==> config.mk <==
export PLATFORM = sky130hd
export DESIGN_NAME = potc_pad_cell
export DESIGN_NICKNAME = d
export VERILOG_FILES = /design/src/rtl/potc_pkg.sv /design/src/rtl/potc_pad_cell.sv
export VERILOG_INCLUDE_DIRS = /design/src /design/src/rtl
export SDC_FILE = /design/constraint.sdc
export NUM_CORES = 1
export LEC_CHECK = 0
export BUFFER_PORTS_ARGS = -buffer_cell sky130_fd_sc_hd__buf_2
export CAP_MARGIN = 20
export CORE_AREA = 2 2 64 66
export CTS_BUF_LIST = sky130_fd_sc_hd__clkbuf_16
export CTS_CLUSTER_SIZE = 24
export DETAILED_ROUTE_END_ITERATION = 16
export DIE_AREA = 0 0 66 68
export PLACE_DENSITY = 0.73
export SKIP_LAST_GASP = 1
export SYNTH_ARGS = -nofsm -noshare
export SYNTH_HDL_FRONTEND = slang
export SYNTH_SLANG_ARGS = --single-unit
==> constraint.sdc <==
create_clock -name pclk -period 3.45 [get_ports pclk]
set_input_delay 0.69 -clock pclk [delete_from_list [all_inputs] [get_ports pclk]]
set_output_delay 0.69 -clock pclk [all_outputs]
set_load 0.02 [all_outputs]
==> src/rtl/potc_consts.svh <==
// Register map, field positions and reset values of the pad output and tristate cell
`ifndef POTC_CONSTS_SVH
`define POTC_CONSTS_SVH

// ----------------------------------------------------------------------
// Register addresses
// ----------------------------------------------------------------------
`define POTC_ADDR_W 12
`define POTC_CTRL_ADDR 12'h000
`define POTC_STAT_ADDR 12'h004

// ----------------------------------------------------------------------
// Control register fields
// ----------------------------------------------------------------------
`define POTC_CTRL_W 4
`define POTC_CTRL_RST 4'h0
`define POTC_CTRL_DRV_LSB 0
`define POTC_CTRL_DRV_MSB 1
`define POTC_CTRL_HIZ_LSB 2
`define POTC_CTRL_HIZ_MSB 3

// ----------------------------------------------------------------------
// Status register fields
// ----------------------------------------------------------------------
`define POTC_STAT_W 8
`define POTC_STAT_PAD_O 0
`define POTC_STAT_PAD_OE 1
`define POTC_STAT_DRV_A 2
`define POTC_STAT_DRV_B 3
`define POTC_STAT_HIZ_A 4
`define POTC_STAT_HIZ_B 5
`define POTC_STAT_DRV_LAST_B 6
`define POTC_STAT_HIZ_LAST_B 7

// ----------------------------------------------------------------------
// Misc
// ----------------------------------------------------------------------
`define POTC_DRV_IDX 0
`define POTC_HIZ_IDX 1
`define POTC_NUM_PATHS 2
`define POTC_RDATA_RST 32'h0000_0000

`endif

==> src/rtl/potc_pkg.sv <==
// Types shared by the pad output and tristate cell
package potc_pkg;

  // ----------------------------------------------------------------------
  // Path selection for the drive value and the high-impedance request
  // ----------------------------------------------------------------------
  typedef enum logic [1:0] {
    POTC_PATH_DIRECT,
    POTC_PATH_LATCH,
    POTC_PATH_SDR,
    POTC_PATH_DDR
  } potc_path_t;

endpackage : potc_pkg

==> src/rtl/potc_pad_cell.sv <==
// Pad output and tristate cell with APB control and status registers
//
// Implementation choices: the APB register port and the address map.
`timescale 1ns/10ps
`default_nettype none
`include "potc_consts.svh"

// Behaviour
// - Direct and latched drive paths beside register
// - Drive register loads only when enabled
// - Synchronous clear loads value at edge
// - Asynchronous clear forces pad without edge
// - Chip-wide init forces registers to value
// - DDR register a captures on clock a
// - DDR register b captures on clock b
// - One enable gates both DDR registers
// - DDR sync clear: each register at its own clock edge
// - Direct hiz request floats or drives pad
// - Hiz request selectable through latch too
// - Chip-wide float overrides local hiz request
// - Hiz register loads only when enabled
// - Registered hiz state reaches pad after edge
// - Asynchronous hiz clear floats or drives immediately
// - High request floats; sync clear loads HIZ_SR_SET
// - DDR hiz pair shares enable, latest wins
module potc_pad_cell
  import potc_pkg::*;
#(
  parameter logic DRV_SR_SET = 1'b0,
  parameter logic DRV_SR_ASYNC = 1'b0,
  parameter logic HIZ_SR_SET = 1'b1,
  parameter logic HIZ_SR_ASYNC = 1'b0
) (
  input wire logic pclk,
  input wire logic presetn,
  input wire logic [`POTC_ADDR_W-1:0] paddr,
  input wire logic psel,
  input wire logic penable,
  input wire logic pwrite,
  input wire logic [31:0] pwdata,
  output logic [31:0] prdata,
  output logic pready,
  output logic pslverr,
  input wire logic drive_clk_a,
  input wire logic drive_clk_b,
  input wire logic out_val,
  input wire logic ddr_val_a,
  input wire logic ddr_val_b,
  input wire logic drive_latch_gate,
  input wire logic drive_reg_en,
  input wire logic hiz_req,
  input wire logic hiz_req_a,
  input wire logic hiz_req_b,
  input wire logic hiz_latch_gate,
  input wire logic hiz_reg_en,
  input wire logic flop_preset_clear,
  input wire logic chip_wide_init,
  input wire logic chip_wide_float,
  output logic pad_o,
  output logic pad_oe
);

  // ----------------------------------------------------------------------
  // Control register and APB slave
  // ----------------------------------------------------------------------
  logic [`POTC_CTRL_W-1:0] ctrl;
  logic [`POTC_STAT_W-1:0] status;
  logic apb_setup;
  logic apb_write;
  logic addr_ok;
  potc_path_t drv_mode;
  potc_path_t hiz_mode;

  assign apb_setup = psel && !penable;
  assign apb_write = psel && penable && pready && pwrite;
  assign addr_ok = (paddr == `POTC_CTRL_ADDR) || (paddr == `POTC_STAT_ADDR);
  assign drv_mode = potc_path_t'(ctrl[`POTC_CTRL_DRV_MSB:`POTC_CTRL_DRV_LSB]);
  assign hiz_mode = potc_path_t'(ctrl[`POTC_CTRL_HIZ_MSB:`POTC_CTRL_HIZ_LSB]);

  always_ff @(posedge pclk or negedge presetn) begin
    if (!presetn) begin
      ctrl <= `POTC_CTRL_RST;
    end else if (apb_write && (paddr == `POTC_CTRL_ADDR)) begin
      ctrl <= pwdata[`POTC_CTRL_W-1:0];
    end
  end

  // Zero wait states: pready rises for the access phase only
  always_ff @(posedge pclk or negedge presetn) begin
    if (!presetn) begin
      pready <= 1'b0;
      pslverr <= 1'b0;
      prdata <= `POTC_RDATA_RST;
    end else begin
      pready <= apb_setup;
      pslverr <= apb_setup && !addr_ok;
      if (apb_setup && !pwrite && (paddr == `POTC_CTRL_ADDR)) begin
        prdata <= {{(32-`POTC_CTRL_W){1'b0}}, ctrl};
      end else if (apb_setup && !pwrite && (paddr == `POTC_STAT_ADDR)) begin
        prdata <= {{(32-`POTC_STAT_W){1'b0}}, status};
      end else begin
        prdata <= `POTC_RDATA_RST;
      end
    end
  end

  // ----------------------------------------------------------------------
  // Output clock edge detection
  // ----------------------------------------------------------------------
  // The output clocks are sampled levels; each phase must last a pclk period.
  logic clk_a_q;
  logic clk_b_q;
  logic rise_a;
  logic rise_b;
  logic edges_primed;

  always_ff @(posedge pclk or negedge presetn) begin
    if (!presetn) begin
      clk_a_q <= 1'b0;
      clk_b_q <= 1'b0;
      edges_primed <= 1'b0;
    end else begin
      clk_a_q <= drive_clk_a;
      clk_b_q <= drive_clk_b;
      edges_primed <= 1'b1;
    end
  end

  // Idle level of each clock pin is unknown at reset: the first sample only
  // primes the history, else a clock parked high fakes an edge
  assign rise_a = edges_primed && drive_clk_a && !clk_a_q;
  assign rise_b = edges_primed && drive_clk_b && !clk_b_q;

  // ----------------------------------------------------------------------
  // Drive path and hiz path, one generate entry each
  // ----------------------------------------------------------------------
  logic sr_set [`POTC_NUM_PATHS];
  logic sr_async [`POTC_NUM_PATHS];
  logic reg_en [`POTC_NUM_PATHS];
  logic gate [`POTC_NUM_PATHS];
  logic d_single [`POTC_NUM_PATHS];
  logic d_a [`POTC_NUM_PATHS];
  logic d_b [`POTC_NUM_PATHS];
  potc_path_t mode [`POTC_NUM_PATHS];
  logic lat_q [`POTC_NUM_PATHS];
  logic reg_a [`POTC_NUM_PATHS];
  logic reg_b [`POTC_NUM_PATHS];
  logic last_b [`POTC_NUM_PATHS];
  logic sel [`POTC_NUM_PATHS];

  assign sr_set[`POTC_DRV_IDX] = DRV_SR_SET;
  assign sr_async[`POTC_DRV_IDX] = DRV_SR_ASYNC;
  assign sr_set[`POTC_HIZ_IDX] = HIZ_SR_SET;
  assign sr_async[`POTC_HIZ_IDX] = HIZ_SR_ASYNC;
  assign reg_en[`POTC_DRV_IDX] = drive_reg_en;
  assign reg_en[`POTC_HIZ_IDX] = hiz_reg_en;
  assign gate[`POTC_DRV_IDX] = drive_latch_gate;
  assign gate[`POTC_HIZ_IDX] = hiz_latch_gate;
  assign d_single[`POTC_DRV_IDX] = out_val;
  assign d_single[`POTC_HIZ_IDX] = hiz_req;
  assign d_a[`POTC_DRV_IDX] = (drv_mode == POTC_PATH_DDR) ? ddr_val_a : out_val;
  assign d_a[`POTC_HIZ_IDX] = (hiz_mode == POTC_PATH_DDR) ? hiz_req_a : hiz_req;
  assign d_b[`POTC_DRV_IDX] = ddr_val_b;
  assign d_b[`POTC_HIZ_IDX] = hiz_req_b;
  assign mode[`POTC_DRV_IDX] = drv_mode;
  assign mode[`POTC_HIZ_IDX] = hiz_mode;

  genvar g;
  generate
    for (g = 0; g < `POTC_NUM_PATHS; g++) begin : g_path
      logic sync_clr;
      logic async_clr;

      assign sync_clr = flop_preset_clear && !sr_async[g];
      assign async_clr = flop_preset_clear && sr_async[g];

      // Transparent latch modelled as a flop that follows while the gate is open
      always_ff @(posedge pclk or negedge presetn) begin
        if (!presetn) begin
          lat_q[g] <= 1'b0;
        end else if (gate[g]) begin
          lat_q[g] <= d_single[g];
        end
      end

      // Register a: single-rate register, or DDR register on clock a
      always_ff @(posedge pclk or negedge presetn) begin
        if (!presetn) begin
          reg_a[g] <= 1'b0;
        end else if (chip_wide_init) begin
          reg_a[g] <= sr_set[g];
        end else if (async_clr) begin
          reg_a[g] <= sr_set[g];
        end else if (rise_a && sync_clr) begin
          reg_a[g] <= sr_set[g];
        end else if (rise_a && reg_en[g]) begin
          reg_a[g] <= d_a[g];
        end
      end

      // Register b: DDR register on clock b, sharing the same enable
      always_ff @(posedge pclk or negedge presetn) begin
        if (!presetn) begin
          reg_b[g] <= 1'b0;
        end else if (chip_wide_init) begin
          reg_b[g] <= sr_set[g];
        end else if (async_clr) begin
          reg_b[g] <= sr_set[g];
        end else if (rise_b && sync_clr) begin
          reg_b[g] <= sr_set[g];
        end else if (rise_b && reg_en[g]) begin
          reg_b[g] <= d_b[g];
        end
      end

      // Remembers which clock rose last; clock a wins a tie, which
      // cannot happen when clock b is the inverse of clock a
      always_ff @(posedge pclk or negedge presetn) begin
        if (!presetn) begin
          last_b[g] <= 1'b0;
        end else if (rise_a) begin
          last_b[g] <= 1'b0;
        end else if (rise_b) begin
          last_b[g] <= 1'b1;
        end
      end

      always_comb begin
        unique case (mode[g])
          POTC_PATH_DIRECT: sel[g] = d_single[g];
          POTC_PATH_LATCH: sel[g] = lat_q[g];
          POTC_PATH_SDR: sel[g] = reg_a[g];
          POTC_PATH_DDR: sel[g] = last_b[g] ? reg_b[g] : reg_a[g];
        endcase
      end
    end
  endgenerate

  // ----------------------------------------------------------------------
  // Pad outputs
  // ----------------------------------------------------------------------
  always_ff @(posedge pclk or negedge presetn) begin
    if (!presetn) begin
      pad_o <= 1'b0;
      pad_oe <= 1'b0;
    end else begin
      pad_o <= sel[`POTC_DRV_IDX];
      pad_oe <= !sel[`POTC_HIZ_IDX] && !chip_wide_float;
    end
  end

  always_comb begin
    status = '0;
    status[`POTC_STAT_PAD_O] = pad_o;
    status[`POTC_STAT_PAD_OE] = pad_oe;
    status[`POTC_STAT_DRV_A] = reg_a[`POTC_DRV_IDX];
    status[`POTC_STAT_DRV_B] = reg_b[`POTC_DRV_IDX];
    status[`POTC_STAT_HIZ_A] = reg_a[`POTC_HIZ_IDX];
    status[`POTC_STAT_HIZ_B] = reg_b[`POTC_HIZ_IDX];
    status[`POTC_STAT_DRV_LAST_B] = last_b[`POTC_DRV_IDX];
    status[`POTC_STAT_HIZ_LAST_B] = last_b[`POTC_HIZ_IDX];
  end
endmodule : potc_pad_cell
`default_nettype wire

==> results.py, run 1 <==
metrics = {
    "routing": {
        "drc_errors": 0,
        "vias_per_cell": 4.10,
        "firstDrtPassIters": 4,
        "wirelength_mm": 2.18,
        "drt_iter0_drc": 24,
        "vias": 878,
        "detail-route-antenna-nets": 0,
        "wl_per_cell_um": 10.2,
    },
    "hold_path": {
        "hold_class": "in -> async",
    },
    "clock_tree": {
        "htreeDepth": 1,
        "clkSlewWorstSetupHoldPaths_ns": 0.06,
        "clk_path_buf_depth": 2,
        "post_cts_resized": 0,
        "worstSkewPairLatency_ns": 0.25,
        "cts_hold_buf": 0,
        "numClockSinks": 25,
        "cts_tree": "yes",
        "post_cts_buffers": 0,
        "cts_buffers": 3,
        "clock-root-buffer": "clkbuf_16",
    },
    "power": {
        "ir_drop_v": 0.000252,
        "power_leakage_nw": 0.826,
        "pwr_density_cell_mw_per_mm2": 406,
    },
    "grt": {
        "gr-total-overflow": 0,
        "grt_usage": 0.103,
        "grt_pass1_vias": 810,
        "grt_first_pass_wirelength_mm": 3.49,
        "antenna_found_initial": 0,
        "grt_max_degree": 26,
    },
    "layout": {
        "nets": 229,
        "fin_cells": 214,
        "diodes": 0,
        "final_common_cell": "buf_2",
        "final_cell_mix": "buf_2 (47), conb_1 (25), dfrtp_1 (25)",
        "area_growth_pct": 20.7,
        "drive_above_1_share": 0.378,
    },
    "logic_synthesis": {
        "synth_cells": 116,
        "yosys_warnings": 0,
        "synth.distinct_cells": 33,
        "ys_ff_latch": 25,
        "synth_top_flop_cell": "dfrtp_1",
        "synth_edf_count": 0,
        "synth_area_mm2": 0.00130,
        "yosysSeqAreaShare": 0.483,
        "postSynth.asyncResetShare": 1.00,
        "synthesis.area_per_instance_um2": 11.2,
    },
    "worst_setup_path": {
        "critPathLaunchType": "input pin",
        "crit_chain": "buf_2 -> or4_4 -> nor3_2 -> nand3_2 -> mux2_1",
        "path_buf_inv": 1,
        "path_class": "in -> reg",
        "cp_max_fo": 4,
        "cp_slowest_cell": "or4_4",
        "cpLargestDelayFamily": "simple AND/OR/NAND/NOR gates",
        "critPathArrivalTime_ns": 2.05,
        "cpPeakStageDelay_ns": 0.54,
        "critPathCaptureType": "register",
        "worst-r2r-setup-slack_ns": 2.11,
        "required_ns": 3.59,
    },
    "timing": {
        "relSlewSlack": 0.646,
        "finalSetupTns_ns": 0,
        "rsz0062_at_grt": "false",
        "slew_viol_final": 0,
        "fin_skew_ns": 0.00170,
        "whs_ns": 0.410,
        "setup_viol": 0,
        "fin_crit_sh": 0.555,
        "finalCriticalPeriod_ns": 1.91,
        "fmax_mhz": 522,
        "hold_viol": 0,
        "tightest_slew_ns": 0.531,
    },
    "placed_design": {
        "routabilityCongestion": 0.759,
        "dp.cells": 210,
        "buffer_ports.inserted": 47,
        "hpwlAfterDp_mm": 1.83,
    },
    "floorplan": {
        "dieArea_mm2": 0.00449,
        "num_rows": 23,
        "coreArea_mm2": 0.00386,
        "initial_core_util": 0.336,
        "pin_count": 100,
        "die_h_um": 68,
        "die_w_um": 66,
    },
    "status": {
        "status": "completed",
    },
    "flow_run": {
        "cap_viol_max_count": 0,
    },
}
-- worst paths after layout --
check / endpoint / depth (start not counted) / startpoint
min in group pclk: lat_q[1]$_DFFE_PN0P_ / 1 / lat_q[1]$_DFFE_PN0P_
max reg2reg: reg_a[1]$_DFFE_PN0P_ / 4 / ctrl[0]$_DFFE_PN0P_
min: prdata[4]$_DFF_PN0_ / 1 / presetn
max in group asynchronous: lat_q[1]$_DFFE_PN0P_ / 1 / presetn
max: ctrl[3]$_DFFE_PN0P_ / 5 / paddr[9]
min reg2reg: lat_q[1]$_DFFE_PN0P_ / 1 / lat_q[1]$_DFFE_PN0P_
-- routing by layer --
| metal | GRT usage | wire length [µm] |
|---|---|---|
| met3 | 0.0362 | 190 |
| met4 | 0.0383 | 25 |
| met2 | 0.178 | 1140 |
| met1 | 0.119 | 831 |
| met5 | 0 | 0 |
-- worst register-to-register path, stage by stage, from the launching register on --
cell     delay (ns)
dfrtp_1        0.43
nand2_1        0.09
mux2i_1        0.13
or4b_1         0.49
a21oi_1        0.13
-- cell families after synthesis --
family | count (synthesis) | synth area share
simple gates | 37 | 0.186
compound gates | 12 | 0.0569
other cells | 2 | 0.00579
flops | 25 | 0.483
buf+inv | 26 | 0.153
mux | 14 | 0.115
-- flip-flops by register name (all words and copies together) (netlist names) --
signal        cells
clk_a_q           1
clk_b_q           1
ctrl              4
edges_primed      1
last_b            1
lat_q             2
pad_o             1
pad_oe            1
prdata            7
pready            1
pslverr           1
reg_a             2
reg_b             2
-- where the power goes --
group / total (mW) / leakage (nW) / switching [mW] / internal (mW)
Sequential: 0.307 / 0.320 / 0.00535 / 0.302
Clock: 0.251 / 0.0371 / 0.0941 / 0.157
Combinational: 0.0769 / 0.469 / 0.0488 / 0.0282
-- Yosys cell counts (2+ instances only) --
cell type	instances	share of area
and3_1	3	0.014
a211oi_1	2	0.012
mux2_1	4	0.035
conb_1	2	0.0058
or4_4	2	0.017
nand2_1	5	0.014
nor2_1	7	0.020
o21ai_0	2	0.0077
mux2i_1	7	0.054
or2_2	2	0.0097
mux2_2	3	0.026
nand2b_1	2	0.0097
buf_4	25	0.14
dfrtp_1	25	0.48
a21oi_1	5	0.019
nor2b_1	3	0.014
-- layout make-up --
type / count / area (µm²)
Clock inverter: 1 / 7.51
Timing Repair Buffer: 47 / 235
Sequential cell: 25 / 626
Clock buffer: 3 / 75.1
Fill cell: 394 / 2290
Tap cell: 50 / 62.6
Multi-Input combinational cell: 88 / 558
-- per-stage QoR --
step | util | setup slack (ns) | area, µm² | total power, mW
3_5_place_dp | 0.384 | 1.25 | 1480 | 0.391
2_1_floorplan | - | 1.45 | 1380 | 0.379
6_report | 0.406 | 1.54 | 1560 | 0.635
5_1_grt | 0.406 | 1.49 | 1560 | 0.672
3_3_place_gp | 0.384 | 1.27 | 1480 | 0.389
4_1_cts | 0.406 | 1.53 | 1560 | 0.646
Power figures use the tool's default switching activity.
==> run 2: changes to the inputs <==
--- a/config.mk
+++ b/config.mk
@@ -13,7 +13,7 @@
 export CTS_CLUSTER_SIZE = 24
 export DETAILED_ROUTE_END_ITERATION = 16
 export DIE_AREA = 0 0 66 68
-export PLACE_DENSITY = 0.73
+export PLACE_DENSITY = 0.76
 export SKIP_LAST_GASP = 1
 export SYNTH_ARGS = -nofsm -noshare
 export SYNTH_HDL_FRONTEND = slang
==> constraint.sdc (replaced) <==
create_clock -name pclk -period 1.7 [get_ports pclk]
set_input_delay 0.34 -clock pclk [delete_from_list [all_inputs] [get_ports pclk]]
set_output_delay 0.34 -clock pclk [all_outputs]
set_load 0.02 [all_outputs]
==> results.py, run 2 (same netlist as run 1, synthesis figures left out) <==
metrics = {
    "worst_setup_path": {
        "ff2ff_path_depth": 4,
        "timing.rr.start": "ctrl[0]$_DFFE_PN0P_",
        "path_class": "in -> reg",
        "critPathCaptureType": "register",
        "critPathLaunchType": "input pin",
        "r2r_end": "reg_a[1]$_DFFE_PN0P_",
        "cp_max_fo": 4,
        "required_ns": 1.84,
        "worst-r2r-setup-slack_ns": 0.36,
        "critPathArrivalTime_ns": 1.70,
    },
    "power": {
        "power_leakage_nw": 0.836,
        "pwr_density_cell_mw_per_mm2": 822,
        "ir_drop_v": 0.000510,
    },
    "layout": {
        "area_growth_pct": 21.8,
        "nets": 231,
        "diodes": 0,
        "final_common_cell": "buf_2",
        "largest_reg_flops": 7,
        "top_regs": "prdata: 7 flops, ctrl: 4 flops",
        "drive_above_1_share": 0.386,
        "regMostFlops": "prdata",
        "final_cell_mix": "buf_2 (47), conb_1 (25), dfrtp_1 (25)",
    },
    "floorplan": {
        "dieArea_mm2": 0.00449,
        "initial_core_util": 0.336,
        "die_h_um": 68,
        "pin_count": 100,
        "num_rows": 23,
        "die_w_um": 66,
        "coreArea_mm2": 0.00386,
    },
    "placed_design": {
        "dp_slack_ns": -0.162,
        "buffer_ports.inserted": 47,
        "hpwlAfterDp_mm": 1.88,
        "routabilityCongestion": 0.750,
    },
    "timing": {
        "hold_viol": 0,
        "fmax_mhz": 641,
        "fin_crit_sh": 0.918,
        "tightest_slew_ns": 0.527,
        "finalSetupTns_ns": 0,
        "finalCriticalPeriod_ns": 1.56,
        "layout_setup_ws_ns": 0.140,
        "slew_viol_final": 0,
        "rsz0062_at_grt": "false",
        "fin_skew_ns": 0.00148,
        "relSlewSlack": 0.649,
        "setup_viol": 0,
    },
    "routing": {
        "wirelength_mm": 2.28,
        "vias_per_cell": 4.12,
        "wl_per_cell_um": 10.6,
        "detail-route-antenna-nets": 0,
        "firstDrtPassIters": 4,
        "vias": 890,
        "drt_iter0_drc": 52,
        "drc_errors": 0,
    },
    "grt": {
        "gr-total-overflow": 0,
        "grt_max_degree": 26,
        "grt_usage": 0.107,
        "grt_first_pass_wirelength_mm": 3.72,
        "grt_pass1_vias": 882,
        "antenna_found_initial": 0,
    },
    "clock_tree": {
        "post_cts_resized": 0,
        "cts_hold_buf": 0,
        "clock-root-buffer": "clkbuf_16",
        "clk_path_buf_depth": 2,
        "post_cts_buffers": 0,
        "numClockSinks": 25,
        "cts_tree": "yes",
        "htreeDepth": 1,
        "clkSlewWorstSetupHoldPaths_ns": 0.06,
        "cts_buffers": 3,
        "worstSkewPairLatency_ns": 0.26,
    },
    "status": {
        "status": "completed",
    },
    "hold_path": {
        "hold_class": "in -> async",
    },
    "flow_run": {
        "cap_viol_max_count": 0,
    },
}
## run 2: changes by cell type in the layout (fill, tap and decap cells not counted), sizes merged
cell  change
buf       +2
## run 2: stage by stage
step                      area, µm²  instances  utilization  hold slack (ns)  power, mW
final                          1580        216        0.409           0.0577       1.30
after global routing           1580        216        0.409           0.0921       1.36
after CTS                      1580        216        0.409           0.0733       1.31
after detailed placement       1500        212        0.388            0.352      0.794
after global placement         1500        212        0.388            0.344      0.790
after floorplan                1380        139            -           0.0444      0.770
## run 2: metal layers
layer	track usage	vias up	share of wire
li1	-	448	-
met1	0.127	406	0.40
met2	0.194	36	0.53
met3	0.0263	0	0.074
met4	0.0281	0	0
met5	0	-	0
## run 2: how the worst max path moves through the flow
stage	endpoint	start	slack, ns	cells after the start
after floorplan	ctrl[0]$_DFFE_PN0P_	paddr[9]	0.05	4
after global placement	ctrl[0]$_DFFE_PN0P_	paddr[9]	-0.13	5
after detailed placement	ctrl[2]$_DFFE_PN0P_	paddr[9]	-0.16	5
after CTS	ctrl[2]$_DFFE_PN0P_	paddr[9]	0.12	5
after global routing	ctrl[2]$_DFFE_PN0P_	paddr[9]	0.07	5
final	ctrl[0]$_DFFE_PN0P_	paddr[9]	0.14	5
## run 2: area by class of cell
type,instances,area (µm²)
Sequential cell,25,626
Multi-Input combinational cell,88,558
Clock buffer,3,75.1
Tap cell,50,62.6
Clock inverter,1,7.51
Timing Repair Buffer,49,250
Fill cell,410,2280
## run 2: critical path, cell delays in order
cell     delay (ns)
buf_2          0.10
or4_4          0.54
nor3_2         0.22
nand3_2        0.17
mux2_1         0.33
## run 2: power by group
| group | switching [mW] | total (mW) | internal (mW) |
|---|---|---|---|
| clock network | 0.197 | 0.516 | 0.319 |
| logic | 0.0998 | 0.158 | 0.0579 |
| registers | 0.0108 | 0.624 | 0.613 |
| total | 0.307 | 1.30 | 0.990 |
==> run 3: changes to the inputs <==
--- a/config.mk
+++ b/config.mk
@@ -14,7 +14,9 @@
 export DETAILED_ROUTE_END_ITERATION = 16
 export DIE_AREA = 0 0 66 68
 export PLACE_DENSITY = 0.76
+export REMOVE_ABC_BUFFERS = 1
 export SKIP_LAST_GASP = 1
 export SYNTH_ARGS = -nofsm -noshare
 export SYNTH_HDL_FRONTEND = slang
 export SYNTH_SLANG_ARGS = --single-unit
+export TNS_END_PERCENT = 50
==> results.py, run 3 (same netlist as run 1, synthesis figures left out) <==
metrics = {
    "clock_tree": {
        "cts_tree": "yes",
        "worstSkewPairLatency_ns": 0.26,
        "cts_buffers": 3,
        "clock-root-buffer": "clkbuf_16",
        "cts_hold_buf": 0,
        "clk_path_buf_depth": 2,
        "htreeDepth": 1,
        "post_cts_buffers": 0,
        "numClockSinks": 25,
        "clkSlewWorstSetupHoldPaths_ns": 0.06,
        "post_cts_resized": 0,
    },
    "floorplan": {
        "dieArea_mm2": 0.00449,
        "die_w_um": 66,
        "num_rows": 23,
        "pin_count": 100,
        "coreArea_mm2": 0.00386,
        "die_h_um": 68,
        "initial_core_util": 0.336,
    },
    "worst_setup_path": {
        "timing.rr.start": "ctrl[0]$_DFFE_PN0P_",
        "worst-r2r-setup-slack_ns": 0.36,
        "r2r_end": "reg_a[1]$_DFFE_PN0P_",
        "critPathArrivalTime_ns": 1.68,
        "path_class": "in -> reg",
        "ff2ff_path_depth": 4,
        "critPathCaptureType": "register",
        "required_ns": 1.84,
        "cp_max_fo": 4,
        "critPathLaunchType": "input pin",
    },
    "timing": {
        "fin_skew_ns": 0.00243,
        "finalCriticalPeriod_ns": 1.54,
        "rsz0062_at_grt": "false",
        "finalSetupTns_ns": 0,
        "relSlewSlack": 0.638,
        "hold_viol": 0,
        "layout_setup_ws_ns": 0.160,
        "fin_crit_sh": 0.906,
        "tightest_slew_ns": 0.544,
        "fmax_mhz": 649,
        "setup_viol": 0,
        "slew_viol_final": 0,
    },
    "routing": {
        "detail-route-antenna-nets": 0,
        "vias": 885,
        "wirelength_mm": 2.26,
        "drc_errors": 0,
        "firstDrtPassIters": 4,
        "drt_iter0_drc": 31,
        "wl_per_cell_um": 10.4,
        "vias_per_cell": 4.10,
    },
    "layout": {
        "largest_reg_flops": 7,
        "top_regs": "prdata: 7 flops, ctrl: 4 flops",
        "final_cell_mix": "buf_2 (47), conb_1 (25), dfrtp_1 (25)",
        "regMostFlops": "prdata",
        "fin_util": 0.409,
        "diodes": 0,
        "drive_above_1_share": 0.386,
        "final_common_cell": "buf_2",
        "nets": 231,
        "final_cell_area_mm2": 0.00158,
        "area_growth_pct": 21.8,
    },
    "placed_design": {
        "dp_slack_ns": -0.140,
        "hpwlAfterDp_mm": 1.89,
        "routabilityCongestion": 0.749,
        "buffer_ports.inserted": 47,
        "place_area_mm2": 0.00150,
    },
    "flow_run": {
        "cap_viol_max_count": 0,
    },
    "grt": {
        "grt_usage": 0.106,
        "grt_max_degree": 26,
        "grt_first_pass_wirelength_mm": 3.66,
        "antenna_found_initial": 0,
        "gr-total-overflow": 0,
        "grt_pass1_vias": 861,
    },
    "hold_path": {
        "hold_class": "in -> async",
    },
    "status": {
        "status": "completed",
    },
    "power": {
        "pwr_density_cell_mw_per_mm2": 824,
        "ir_drop_v": 0.000797,
        "power_mw": 1.30,
        "power_leakage_nw": 0.836,
    },
}
-- run 3: cell counts in the layout (fill, tap and decap cells not counted) --
No cell type changed its count.
-- run 3: how the worst max path moves through the flow --
stage	startpoint	to	slack (ns)	cells after the start
after floorplan	paddr[9]	ctrl[0]$_DFFE_PN0P_	0.05	4
after global placement	paddr[9]	ctrl[3]$_DFFE_PN0P_	-0.13	5
final	paddr[9]	ctrl[1]$_DFFE_PN0P_	0.16	5
after CTS	paddr[9]	ctrl[1]$_DFFE_PN0P_	0.14	5
after detailed placement	paddr[9]	ctrl[1]$_DFFE_PN0P_	-0.14	5
after global routing	paddr[9]	ctrl[1]$_DFFE_PN0P_	0.06	5
-- run 3: power by group --
group          total [mW]  internal, mW  switching, mW
sequential          0.624         0.613         0.0107
clock               0.520         0.319          0.201
combinational       0.157        0.0579         0.0995
-- run 3: area by class of cell --
cell class | count | area, µm²
fill | 384 | 2280
sequential | 25 | 626
multi-input combinational | 88 | 558
timing repair buffer | 49 | 250
clock buffer | 3 | 75.1
tap | 50 | 62.6
clock inverter | 1 | 7.51
-- run 3: per-stage QoR --
stage / hold slack [ns] / cells
finish: 0.0601 / 216
global route: 0.105 / 216
CTS: 0.0829 / 216
detailed placement: 0.356 / 212
global placement: 0.348 / 212
floorplan: 0.0444 / 113
-- run 3: layer usage --
layer	track usage	wire (µm)
met4	0.0230	8
met3	0.0345	193
met2	0.194	1130
met1	0.121	926
met5	0	0
-- run 3: critical path, cell delays in order --
cell and delay, ns:
buf_2 0.09, or4_4 0.54, nor3_2 0.20, nand3_2 0.16, mux2_1 0.34
